===== src/hdl/srxp_pkg.sv =====
// Shared receive pin block: modes, widths and pin bit positions
package srxp_pkg;

    // Port mode selected by configuration
    typedef enum logic [1:0]
    {
        SRXP_MODE_UTOPIA,
        SRXP_MODE_MII,
        SRXP_MODE_SMII,
        SRXP_MODE_SMII_SS
    } srxp_mode_e;

    // Data widths and FIFO depth
    localparam int NIBBLE_W    = 4;
    localparam int BYTE_W      = 8;
    localparam int FIFO_DEPTH  = 8;

    // Roles of the four shared pins (utopia byte bits 4 to 7)
    localparam int PIN_RX_VALID  = 0;  // utopia bit 4
    localparam int PIN_COLLISION = 1;  // utopia bit 5
    localparam int PIN_CARRIER   = 2;  // utopia bit 6
    localparam int PIN_SERIAL_RX = 3;  // utopia bit 7

    // Layout of the synchroniser vector
    localparam int SYN_PINS_LSB  = 0;
    localparam int SYN_LOW_LSB   = 4;
    localparam int SYN_MII_CLK   = 8;
    localparam int SYN_REF_CLK   = 9;
    localparam int SYN_SYNC_CLK  = 10;
    localparam int SYN_UTP_CLK   = 11;
    localparam int SYN_W         = 12;

    // Serial bit counter's last value and its first value
    localparam logic [2:0] SERIAL_LAST_BIT = 3'h7;
    localparam logic [2:0] SERIAL_FIRST    = 3'h0;

endpackage : srxp_pkg


===== src/hdl/srxp_fifo.sv =====
// Receive byte FIFO built from flip-flops
`timescale 1ns/1ns
module srxp_fifo #(
    parameter int WIDTH = 8,
    parameter int DEPTH = 8
)
(
    // Clock and reset
    input  wire logic             clk,
    input  wire logic             reset_n,
    // Filling side
    input  wire logic [WIDTH-1:0] in_data,
    input  wire logic             in_valid,
    output logic                  in_ready,
    // Draining side
    output logic [WIDTH-1:0]      out_data,
    output logic                  out_valid,
    input  wire logic             out_ready
);

    localparam int AW = (DEPTH > 1) ? $clog2(DEPTH) : 1;
    localparam logic [AW:0]   DEPTH_CNT = (AW + 1)'(DEPTH);
    localparam logic [AW-1:0] LAST_IDX  = AW'(DEPTH - 1);

    logic [WIDTH-1:0] mem_q [DEPTH];
    logic [AW-1:0]    wr_idx_q;
    logic [AW-1:0]    rd_idx_q;
    logic [AW:0]      count_q;
    logic             push;
    logic             pop;

    // Handshakes and honest flags
    assign in_ready  = (count_q != DEPTH_CNT);
    assign out_valid = (count_q != '0);
    assign out_data  = mem_q[rd_idx_q];
    assign push      = in_valid & in_ready;
    assign pop       = out_valid & out_ready;

    // Storage write
    always_ff @(posedge clk)
    begin
        if (push)
            mem_q[wr_idx_q] <= in_data;
    end

    // Pointers and fill level
    always_ff @(posedge clk or negedge reset_n)
    begin
        if (!reset_n)
        begin
            wr_idx_q <= '0;
            rd_idx_q <= '0;
            count_q  <= '0;
        end
        else
        begin
            if (push)
                wr_idx_q <= (wr_idx_q == LAST_IDX) ? '0 : wr_idx_q + 1'b1;
            if (pop)
                rd_idx_q <= (rd_idx_q == LAST_IDX) ? '0 : rd_idx_q + 1'b1;
            if (push && !pop)
                count_q <= count_q + 1'b1;
            else if (pop && !push)
                count_q <= count_q - 1'b1;
        end
    end

endmodule : srxp_fifo


===== src/hdl/srxp_top.sv =====
// Shared receive pins: utopia bits 4-7, mii status, serial mii port four
`timescale 1ns/1ns
module srxp_top
    import srxp_pkg::*;
#(
    parameter int DEPTH = srxp_pkg::FIFO_DEPTH
)
(
    // Clock and reset
    input  wire logic                         CLK,
    input  wire logic                         RESET_N,
    // Mode selection, same clock domain
    input  wire srxp_pkg::srxp_mode_e         MODE,
    // Shared pins: utopia_rx_byte bits 4 to 7
    input  wire logic [srxp_pkg::NIBBLE_W-1:0] UTOPIA_RX_BYTE_HI,
    // Low half pins: utopia_rx_byte 3:0 / mii_a_rx_nibble
    input  wire logic [srxp_pkg::NIBBLE_W-1:0] MII_A_RX_NIBBLE,
    // Link clocks, sampled as ordinary inputs
    input  wire logic                         UTOPIA_RX_CLOCK,
    input  wire logic                         MII_A_RX_CLOCK,
    input  wire logic                         SERIAL_MII_REF_CLOCK,
    input  wire logic                         SERIAL_MII_SYNC_RX_CLOCK,
    // Received byte stream
    output logic [srxp_pkg::BYTE_W-1:0]       RX_BYTE,
    output logic                              RX_BYTE_VALID,
    input  wire logic                         RX_BYTE_READY,
    // Overflow flag
    output logic                              RX_OVERFLOW,
    input  wire logic                         RX_OVERFLOW_CLEAR,
    // Mii line status
    output logic                              MII_A_COLLISION,
    output logic                              MII_A_CARRIER_SENSE
);

    logic [SYN_W-1:0]    syn1_q;
    logic [SYN_W-1:0]    syn2_q;
    logic                link_clk_s;
    logic                link_clk_prev_q;
    logic                link_rise;
    srxp_mode_e          mode_q;
    logic                mode_change;
    logic [NIBBLE_W-1:0] pins_s;
    logic [NIBBLE_W-1:0] low_s;
    logic [NIBBLE_W-1:0] nib_lo_q;
    logic                nib_phase_q;
    logic [BYTE_W-1:0]   shift_q;
    logic [2:0]          bit_cnt_q;
    logic [BYTE_W-1:0]   asm_byte_q;
    logic                asm_valid_q;
    logic                fifo_in_ready;
    logic [BYTE_W-1:0]   fifo_out_data;
    logic                fifo_out_valid;
    logic                fifo_out_ready;
    logic [BYTE_W-1:0]   out_q;
    logic                out_valid_q;
    logic                ovf_q;
    logic                col_q;
    logic                crs_q;

    // Picks the link clock that strobes data in each mode
    function automatic logic sel_clock(input srxp_mode_e m, input logic [SYN_W-1:0] s);
        sel_clock = 1'b0;
        unique case (m)
            SRXP_MODE_UTOPIA:  sel_clock = s[SYN_UTP_CLK];
            SRXP_MODE_MII:     sel_clock = s[SYN_MII_CLK];
            SRXP_MODE_SMII:    sel_clock = s[SYN_REF_CLK];
            SRXP_MODE_SMII_SS: sel_clock = s[SYN_SYNC_CLK];
        endcase
    endfunction : sel_clock

    ////////////////////////////////////////////////////////////////////////////
    // Input synchronisers
    ////////////////////////////////////////////////////////////////////////////

    always_ff @(posedge CLK or negedge RESET_N)
    begin
        if (!RESET_N)
        begin
            syn1_q <= '0;
            syn2_q <= '0;
        end
        else
        begin
            syn1_q <= {UTOPIA_RX_CLOCK, SERIAL_MII_SYNC_RX_CLOCK, SERIAL_MII_REF_CLOCK,
                       MII_A_RX_CLOCK, MII_A_RX_NIBBLE, UTOPIA_RX_BYTE_HI};
            syn2_q <= syn1_q;
        end
    end

    assign pins_s = syn2_q[SYN_PINS_LSB +: NIBBLE_W];
    assign low_s  = syn2_q[SYN_LOW_LSB +: NIBBLE_W];

    ////////////////////////////////////////////////////////////////////////////
    // Link clock edge detection
    ////////////////////////////////////////////////////////////////////////////

    // reference clock chosen in serial mode
    // receive clock chosen in source-synchronous mode
    assign link_clk_s  = sel_clock(mode_q, syn2_q);
    assign link_rise   = link_clk_s & ~link_clk_prev_q & ~mode_change;
    assign mode_change = (MODE != mode_q);

    // Previous link clock level and current mode
    always_ff @(posedge CLK or negedge RESET_N)
    begin
        if (!RESET_N)
        begin
            link_clk_prev_q <= 1'b0;
            mode_q          <= SRXP_MODE_UTOPIA;
        end
        else
        begin
            link_clk_prev_q <= mode_change ? sel_clock(MODE, syn2_q) : link_clk_s;
            mode_q          <= MODE;
        end
    end

    ////////////////////////////////////////////////////////////////////////////
    // Byte assembly per mode
    ////////////////////////////////////////////////////////////////////////////

    // Assembles bytes; partial state dropped on mode change
    always_ff @(posedge CLK or negedge RESET_N)
    begin
        if (!RESET_N)
        begin
            nib_lo_q    <= '0;
            nib_phase_q <= 1'b0;
            shift_q     <= '0;
            bit_cnt_q   <= SERIAL_FIRST;
            asm_byte_q  <= '0;
            asm_valid_q <= 1'b0;
        end
        else
        begin
            asm_valid_q <= 1'b0;
            if (mode_change)
            begin
                nib_phase_q <= 1'b0;
                bit_cnt_q   <= SERIAL_FIRST;
            end
            else if (link_rise)
            begin
                unique case (mode_q)
                    // pins form bits 4 to 7
                    SRXP_MODE_UTOPIA:
                    begin
                        asm_byte_q  <= {pins_s, low_s};
                        asm_valid_q <= 1'b1;
                    end
                    SRXP_MODE_MII:
                    begin
                        if (!pins_s[PIN_RX_VALID])
                            nib_phase_q <= 1'b0;
                        else if (!nib_phase_q)
                        begin
                            nib_lo_q    <= low_s;
                            nib_phase_q <= 1'b1;
                        end
                        else
                        begin
                            asm_byte_q  <= {low_s, nib_lo_q};
                            asm_valid_q <= 1'b1;
                            nib_phase_q <= 1'b0;
                        end
                    end
                    SRXP_MODE_SMII, SRXP_MODE_SMII_SS:
                    begin
                        shift_q   <= {pins_s[PIN_SERIAL_RX], shift_q[BYTE_W-1:1]};
                        bit_cnt_q <= bit_cnt_q + 3'h1;
                        if (bit_cnt_q == SERIAL_LAST_BIT)
                        begin
                            asm_byte_q  <= {pins_s[PIN_SERIAL_RX], shift_q[BYTE_W-1:1]};
                            asm_valid_q <= 1'b1;
                        end
                    end
                endcase
            end
        end
    end

    ////////////////////////////////////////////////////////////////////////////
    // Buffering and output stage
    ////////////////////////////////////////////////////////////////////////////

    srxp_fifo #(
        .WIDTH (BYTE_W),
        .DEPTH (DEPTH)
    ) u_fifo (
        .clk       (CLK),
        .reset_n   (RESET_N),
        .in_data   (asm_byte_q),
        .in_valid  (asm_valid_q),
        .in_ready  (fifo_in_ready),
        .out_data  (fifo_out_data),
        .out_valid (fifo_out_valid),
        .out_ready (fifo_out_ready)
    );

    assign fifo_out_ready = ~out_valid_q | RX_BYTE_READY;

    // Registered output byte
    always_ff @(posedge CLK or negedge RESET_N)
    begin
        if (!RESET_N)
        begin
            out_q       <= '0;
            out_valid_q <= 1'b0;
        end
        else if (fifo_out_ready)
        begin
            // Empty slots are never loaded, so the byte stays defined
            if (fifo_out_valid)
                out_q <= fifo_out_data;
            out_valid_q <= fifo_out_valid;
        end
    end

    // Sticky overflow, set wins over clear
    always_ff @(posedge CLK or negedge RESET_N)
    begin
        if (!RESET_N)
            ovf_q <= 1'b0;
        else if (asm_valid_q && !fifo_in_ready)
            ovf_q <= 1'b1;
        else if (RX_OVERFLOW_CLEAR)
            ovf_q <= 1'b0;
    end

    ////////////////////////////////////////////////////////////////////////////
    // Mii line status
    ////////////////////////////////////////////////////////////////////////////

    always_ff @(posedge CLK or negedge RESET_N)
    begin
        if (!RESET_N)
        begin
            col_q <= 1'b0;
            crs_q <= 1'b0;
        end
        else
        begin
            col_q <= (mode_q == SRXP_MODE_MII) & pins_s[PIN_COLLISION];
            crs_q <= (mode_q == SRXP_MODE_MII) & pins_s[PIN_CARRIER];
        end
    end

    assign RX_BYTE             = out_q;
    assign RX_BYTE_VALID       = out_valid_q;
    assign RX_OVERFLOW         = ovf_q;
    assign MII_A_COLLISION     = col_q;
    assign MII_A_CARRIER_SENSE = crs_q;

endmodule : srxp_top


===== config.mk =====
export PLATFORM = sky130hd
export DESIGN_NAME = srxp_top
export DESIGN_NICKNAME = d
export VERILOG_FILES = /design/src/hdl/srxp_pkg.sv /design/src/hdl/srxp_fifo.sv /design/src/hdl/srxp_top.sv
export SDC_FILE = /design/constraint.sdc
export NUM_CORES = 1
export LEC_CHECK = 0
export BUFFER_PORTS_ARGS = -buffer_cell sky130_fd_sc_hd__buf_2
export CORE_ASPECT_RATIO = 0.5
export CORE_MARGIN = 4
export CORE_UTILIZATION = 35
export CTS_BUF_LIST = sky130_fd_sc_hd__clkbuf_8
export DETAILED_ROUTE_END_ITERATION = 7
export PLACE_DENSITY = 0.56
export SKIP_LAST_GASP = 1
export SYNTH_ARGS = -nofsm -noshare
export SYNTH_HDL_FRONTEND = slang
export SYNTH_SLANG_ARGS = --single-unit

===== constraint.sdc =====
create_clock -name CLK -period 7.08 [get_ports CLK]
set_input_delay 0.708 -clock CLK [delete_from_list [all_inputs] [get_ports CLK]]
set_output_delay 0.708 -clock CLK [all_outputs]
set_load 0.1 [all_outputs]

* Word level (Yosys, flattened, before mapping)
Memories as Yosys holds them, arrays and structs flattened. A register that Yosys moved wholly into a read port is not among the register bits. Index checks and enable logic that the tools add are counted. W data, S select, Z words.
Cells by class: muxes and demuxes 29, eq/ne operators 14, bitwise logic cells 11, reductions and logical operators 22, add/subtract/negate cells 5
Operators by type and width (count):
- $mux W8 | 3
- $pmux W8 S3 | 1
- $mux W1 | 15
- $mux W3 | 5
- $reduce_and A5 Y1 | 2
- $reduce_bool A2 Y1 | 5
- $add A3 B1 Y3 const B | 3
- $eq A3 B3 Y1 const B | 3
- $eq A2 B2 Y1 const B | 4
- $mux W4 | 2
- $pmux W1 S4 | 2
- $and A1 B1 Y1 | 6
- $ne A2 B2 Y1 const B | 3
- $reduce_and A2 Y1 | 3
- $add A4 B1 Y4 const B | 1
- $eq A2 B1 Y1 const B | 2
- $logic_not A1 Y1 | 4
- $logic_not A2 Y1 | 2
- $ne A4 B4 Y1 const B | 1
- $not A1 Y1 | 4
- $reduce_bool A4 Y1 | 1
- $sub A4 B1 Y4 const B | 1
- $logic_and A1 B1 Y1 | 3
- $pmux W1 S3 | 1
- 4 further kinds | 4
Word-level totals: output and inout bits 12, RAM bits 64, word-level logic and storage cells 99, flip-flop bits (word level) 66, memories kept 1
Memories:
- u_fifo.mem_q | words 8, width 8, rd ports 1, clocked after memory_dff 1, write ports 1, line srxp_fifo.sv:25 | logic [WIDTH-1:0] mem_q [DEPTH];

* Logic depth before layout (Yosys ltp)
depth in word-level cells 6, mapped depth 11

* Cells and area by module
A second synthesis with hierarchy kept.
Second synthesis, totals: cells, all modules 312, area total of the unflattened synthesis 5529.1 um^2
Modules (own cells, without submodules):
- srxp_fifo | area an instance 3151.8 um^2, instances 1, sequential area each 2172.1 um^2, cells an instance 157
- srxp_top | area an instance 2377.3 um^2, instances 1, sequential area each 1576.5 um^2, cells an instance 155

* Worst setup path before layout
Ideal clock, no wire load.
path type register to register, from register out_valid_q (netlist: RX_BYTE_VALID), to register u_fifo.count_q[3], stages on the path, launching flop included 10, required time 6.944 ns, slack 4.364 ns, arrival time 2.579 ns, clock period less this slack 2.716 ns, path buffers 1, path through dfrtp_1 > a21oi_1 > clkbuf_1 > inv_1 > ha_1 > inv_1 > ha_1 > a21o_1 > a2111oi_0 > o31ai_1
Between the ends: cells in the longest elaborated chain, start to end 6, elaborated cells on any way between the ends 8, classes of those cells 1 x mux; 3 x bitwise; 4 x reduce/logical
RTL lines:
- start, declared | line srxp_top.sv:55 | logic out_valid_q;
- start signal, assigned | line srxp_top.sv:215 | out_valid_q <= fifo_out_valid;
- $not A1 Y1 * | line srxp_top.sv:200 | assign fifo_out_ready = ~out_valid_q | RX_BYTE_READY;
- $or A1 B1 Y1 * | line srxp_top.sv:200
- $and A1 B1 Y1 * | line srxp_fifo.sv:37 | assign pop = out_valid & out_ready;
- $logic_not A1 Y1 | line srxp_fifo.sv:61 | if (push && !pop)
- $logic_and A1 B1 Y1 | line srxp_fifo.sv:61
- $mux W4 or $reduce_bool A2 Y1 (tied branches)
- end signal, assigned | line srxp_fifo.sv:62 | count_q <= count_q + 1'b1;
- end signal, assigned | line srxp_fifo.sv:64 | count_q <= count_q - 1'b1;
- end, declared | line srxp_fifo.sv:28 | logic [AW:0] count_q;
Every way passes the cells marked *; elsewhere a longest branch is shown, timed or not. A chain may end at the register's enable or synchronous reset.

* Worst setup path in the final report
from register u_fifo.count_q[0], to register u_fifo.count_q[3]
Between the ends: cells in the longest elaborated chain, start to end 5, elaborated cells on any way between the ends 13, classes of those cells 2 x add/sub; 1 x eq/ne; 2 x mux; 2 x bitwise; 6 x reduce/logical
RTL lines:
- branches (longest 5 deep; another with $sub A4 B1 Y4)
Parallel ways; which one is timed is not known. The select of a mux whose other input is x is not followed.

==> flow_summary.toml <==
[status]
status = "complete, no violations"

[layout]
nNetsFinal = 431
fillCellCount = 1377
drive_gt1_frac = 0.243
n_antenna_cell = 0
areaGrowthSynthToFinish_pct = 14.1
layout_commonest_cell = "dfrtp_1"
layout_common_cells = "dfrtp_1, edfxtp_1, mux2i_1"
final_area_um2 = 6240

[sta]
rsz0062_at_grt = "false"
fin_crit_sh = 0.397
finalClockSkew_ns = 0.0152
finalHoldViolations = 0
fmax_ghz = 0.356
setup_viol = 0
period_minus_slack_ns = 2.81
tns_ns = 0
worstMarginPinSlew_ns = 0.944
slew_headroom = 0.370
slew_viol_final = 0

[yosys]
synth-main-ff-cell = "dfrtp_1"
synth_cells = 363
syn_nets = 391
synth-seq-cells = 137
yosys-top-cells-area = "edfxtp_1, dfrtp_1, mux2i_1, mux2_2, a22oi_1"
yosysWarningCount = 0
netlist_area_um2 = 5470
synth_area_per_cell_um2 = 15.1
synth_cell_types = 37
synth_edf_count = 64
yosysTopAreaCellShare = 0.351
yosysSeqAreaShare = 0.685
async_flop_share = 0.533
synth_area_leader_cell = "edfxtp_1"

[place]
hpwl_um = 5970
postPlaceCellArea_um2 = 5850
port_buffers = 29
gp_congestion = 0.696

[clock_tree]
path_clk_slew_ns = 0.08
cts_setup_buffers = 0
insertion_delay_ns = 0.43
cts_sinks = 137
numCtsBuffers = 17
htree_levels = 4
clockRootBuffer = "clkbuf_8"
ctsHoldBuffers = 0
cts.repair.resized = 0
clock_path_buffers = 2
cts_tree = "built"

[die]
start_util = 0.367
die_y_um = 96.4
dieArea_um2 = 17800
die_x_um = 185
core-area_um2 = 14900
ioPinCount = 30
rows = 31

[detailed_routing]
drt-met1-wl_um = 4560
antenna_left = 0
wire_per_inst_um = 15.0
vias = 2885
drt_first_iter_violations = 139
drc_errors = 0
wl_met2_um = 4280
vias_per_cell = 4.70
met3_length_um = 263
maxUsedRoutingLayer = "met4"
routed_wl_um = 9220
drt_first_pass_iters = 4

[critical_path]
crit_arrival_ns = 3.11
endpoint = "u_fifo.count_q[3]$_DFFE_PN0P_"
startpoint = "u_fifo.count_q[0]$_DFFE_PN0P_"
critPathKind = "reg2reg"
critPathRequiredTime_ns = 7.38
cp-end-kind = "flop"
reg2reg_slack_ns = 4.27
reg2regPathDepth = 10
r2r_start = "u_fifo.count_q[0]$_DFFE_PN0P_"
crit_fanout = 20
startpoint_type = "flop"
reg2reg_to = "u_fifo.count_q[3]$_DFFE_PN0P_"

[grt]
grt-ovfl-total = 0
globalRouteTotalUtil = 0.114
grt_max_degree = 74
grt_pass1_wl_um = 15500
antenna_found_initial = 0
first_global_vias = 3058

[run]
maxCapViolCount = 0

[hold_path]
min_path_type = "reg2reg"

[pwr]
ir_worst_vdd_uv = 111
p_leak_nw = 2.60
power_density_nw_per_um2 = 369
## final cells by class
| cell class | count | area [µm²] | share of cell area |
|---|---|---|---|
| sequential | 137 | 3750 | 0.601 |
| inverter | 15 | 56.3 | 0.00902 |
| clock buffer | 18 | 248 | 0.0397 |
| multi-input combinational | 197 | 1600 | 0.257 |
| clock inverter | 14 | 145 | 0.0233 |
| tap | 198 | 248 | 0.0397 |
| timing repair buffer | 35 | 193 | 0.0309 |
## cells in the mapped netlist, types with 2 or more instances
cell type and number:
nor3_1 9, nor2_1 7, a22oi_1 16, mux2_2 25, edfxtp_1 64, nand2b_1 6, nand2_1 19, buf_4 2
a21o_1 2, buf_1 3, xnor2_1 3, and2_1 3, nand3_1 10, nor4_1 2, clkbuf_1 3, a21oi_1 2
a22o_1 2, inv_1 15, buf_2 6, mux2i_1 43, dfrtp_1 73, nor2b_1 5, o21ai_0 21, ha_1 9
## power breakdown
part	switching (W)	leakage, nW	internal, W
sequential	0.0000937	1.49	0.000945
combinational	0.000422	0.906	0.000210
clock	0.000309	0.197	0.000324
total	0.000825	2.60	0.00148
## per-layer routing
metal / vias up / GRT usage
met5: - / 0
met4: 0 / 0.0568
met3: 9 / 0.0266
met2: 45 / 0.186
met1: 1426 / 0.146
li1: 1405 / -
## worst max-delay path, stage by stage (launching register included)
cell and delay [ns]:
dfrtp_1 0.45, nor4_1 0.37, a21oi_1 0.07, buf_4 0.22, inv_1 0.08, ha_1 0.22
inv_1 0.13, ha_1 0.29, a21o_1 0.20, a2111oi_0 0.50, o31ai_1 0.15
## metrics by stage
stage               cells  hold slack [ns]  power [W]   util  worst slack (ns)
finish                614            0.350    0.00230  0.419              4.27
global route          614            0.346    0.00243  0.419              4.02
CTS                   614            0.346    0.00233  0.419              4.31
detailed placement    582            0.335    0.00170  0.393              4.18
global placement      582            0.332    0.00169  0.393              4.31
floorplan             363            0.331    0.00155      -              4.36
## kinds of logic after synthesis
logic type / share of synthesized area
xor gates and xnor gates: 0.00984
and+or+nand+nor: 0.0647
buffers and inverters: 0.0226
muxes: 0.134
AOI/OAI and AO/OA: 0.0590
adders and majority gates: 0.0242
DFF: 0.685
## flip-flops by register name, indices dropped and copies added, names as in the netlist, 2 cells and up
register         count
bit_cnt_q            3
nib_lo_q             4
u_fifo.count_q       4
mode_q               2
syn1_q              12
u_fifo.rd_idx_q      3
syn2_q              12
u_fifo.mem_q        64
RX_BYTE              8
shift_q              7
u_fifo.wr_idx_q      3
asm_byte_q           8
## how the worst min path moves through the flow
stage | from | end | depth (start not counted)
after floorplan | syn1_q[0]$_DFF_PN0_ | syn2_q[0]$_DFF_PN0_ | 0
after global placement | syn1_q[10]$_DFF_PN0_ | syn2_q[10]$_DFF_PN0_ | 0
after detailed placement | syn1_q[0]$_DFF_PN0_ | syn2_q[0]$_DFF_PN0_ | 0
after CTS | UTOPIA_RX_CLOCK | syn1_q[11]$_DFF_PN0_ | 1
after global routing | SERIAL_MII_SYNC_RX_CLOCK | syn1_q[10]$_DFF_PN0_ | 1
final | syn1_q[7]$_DFF_PN0_ | syn2_q[7]$_DFF_PN0_ | 0
(Power assumes the default switching activity.)
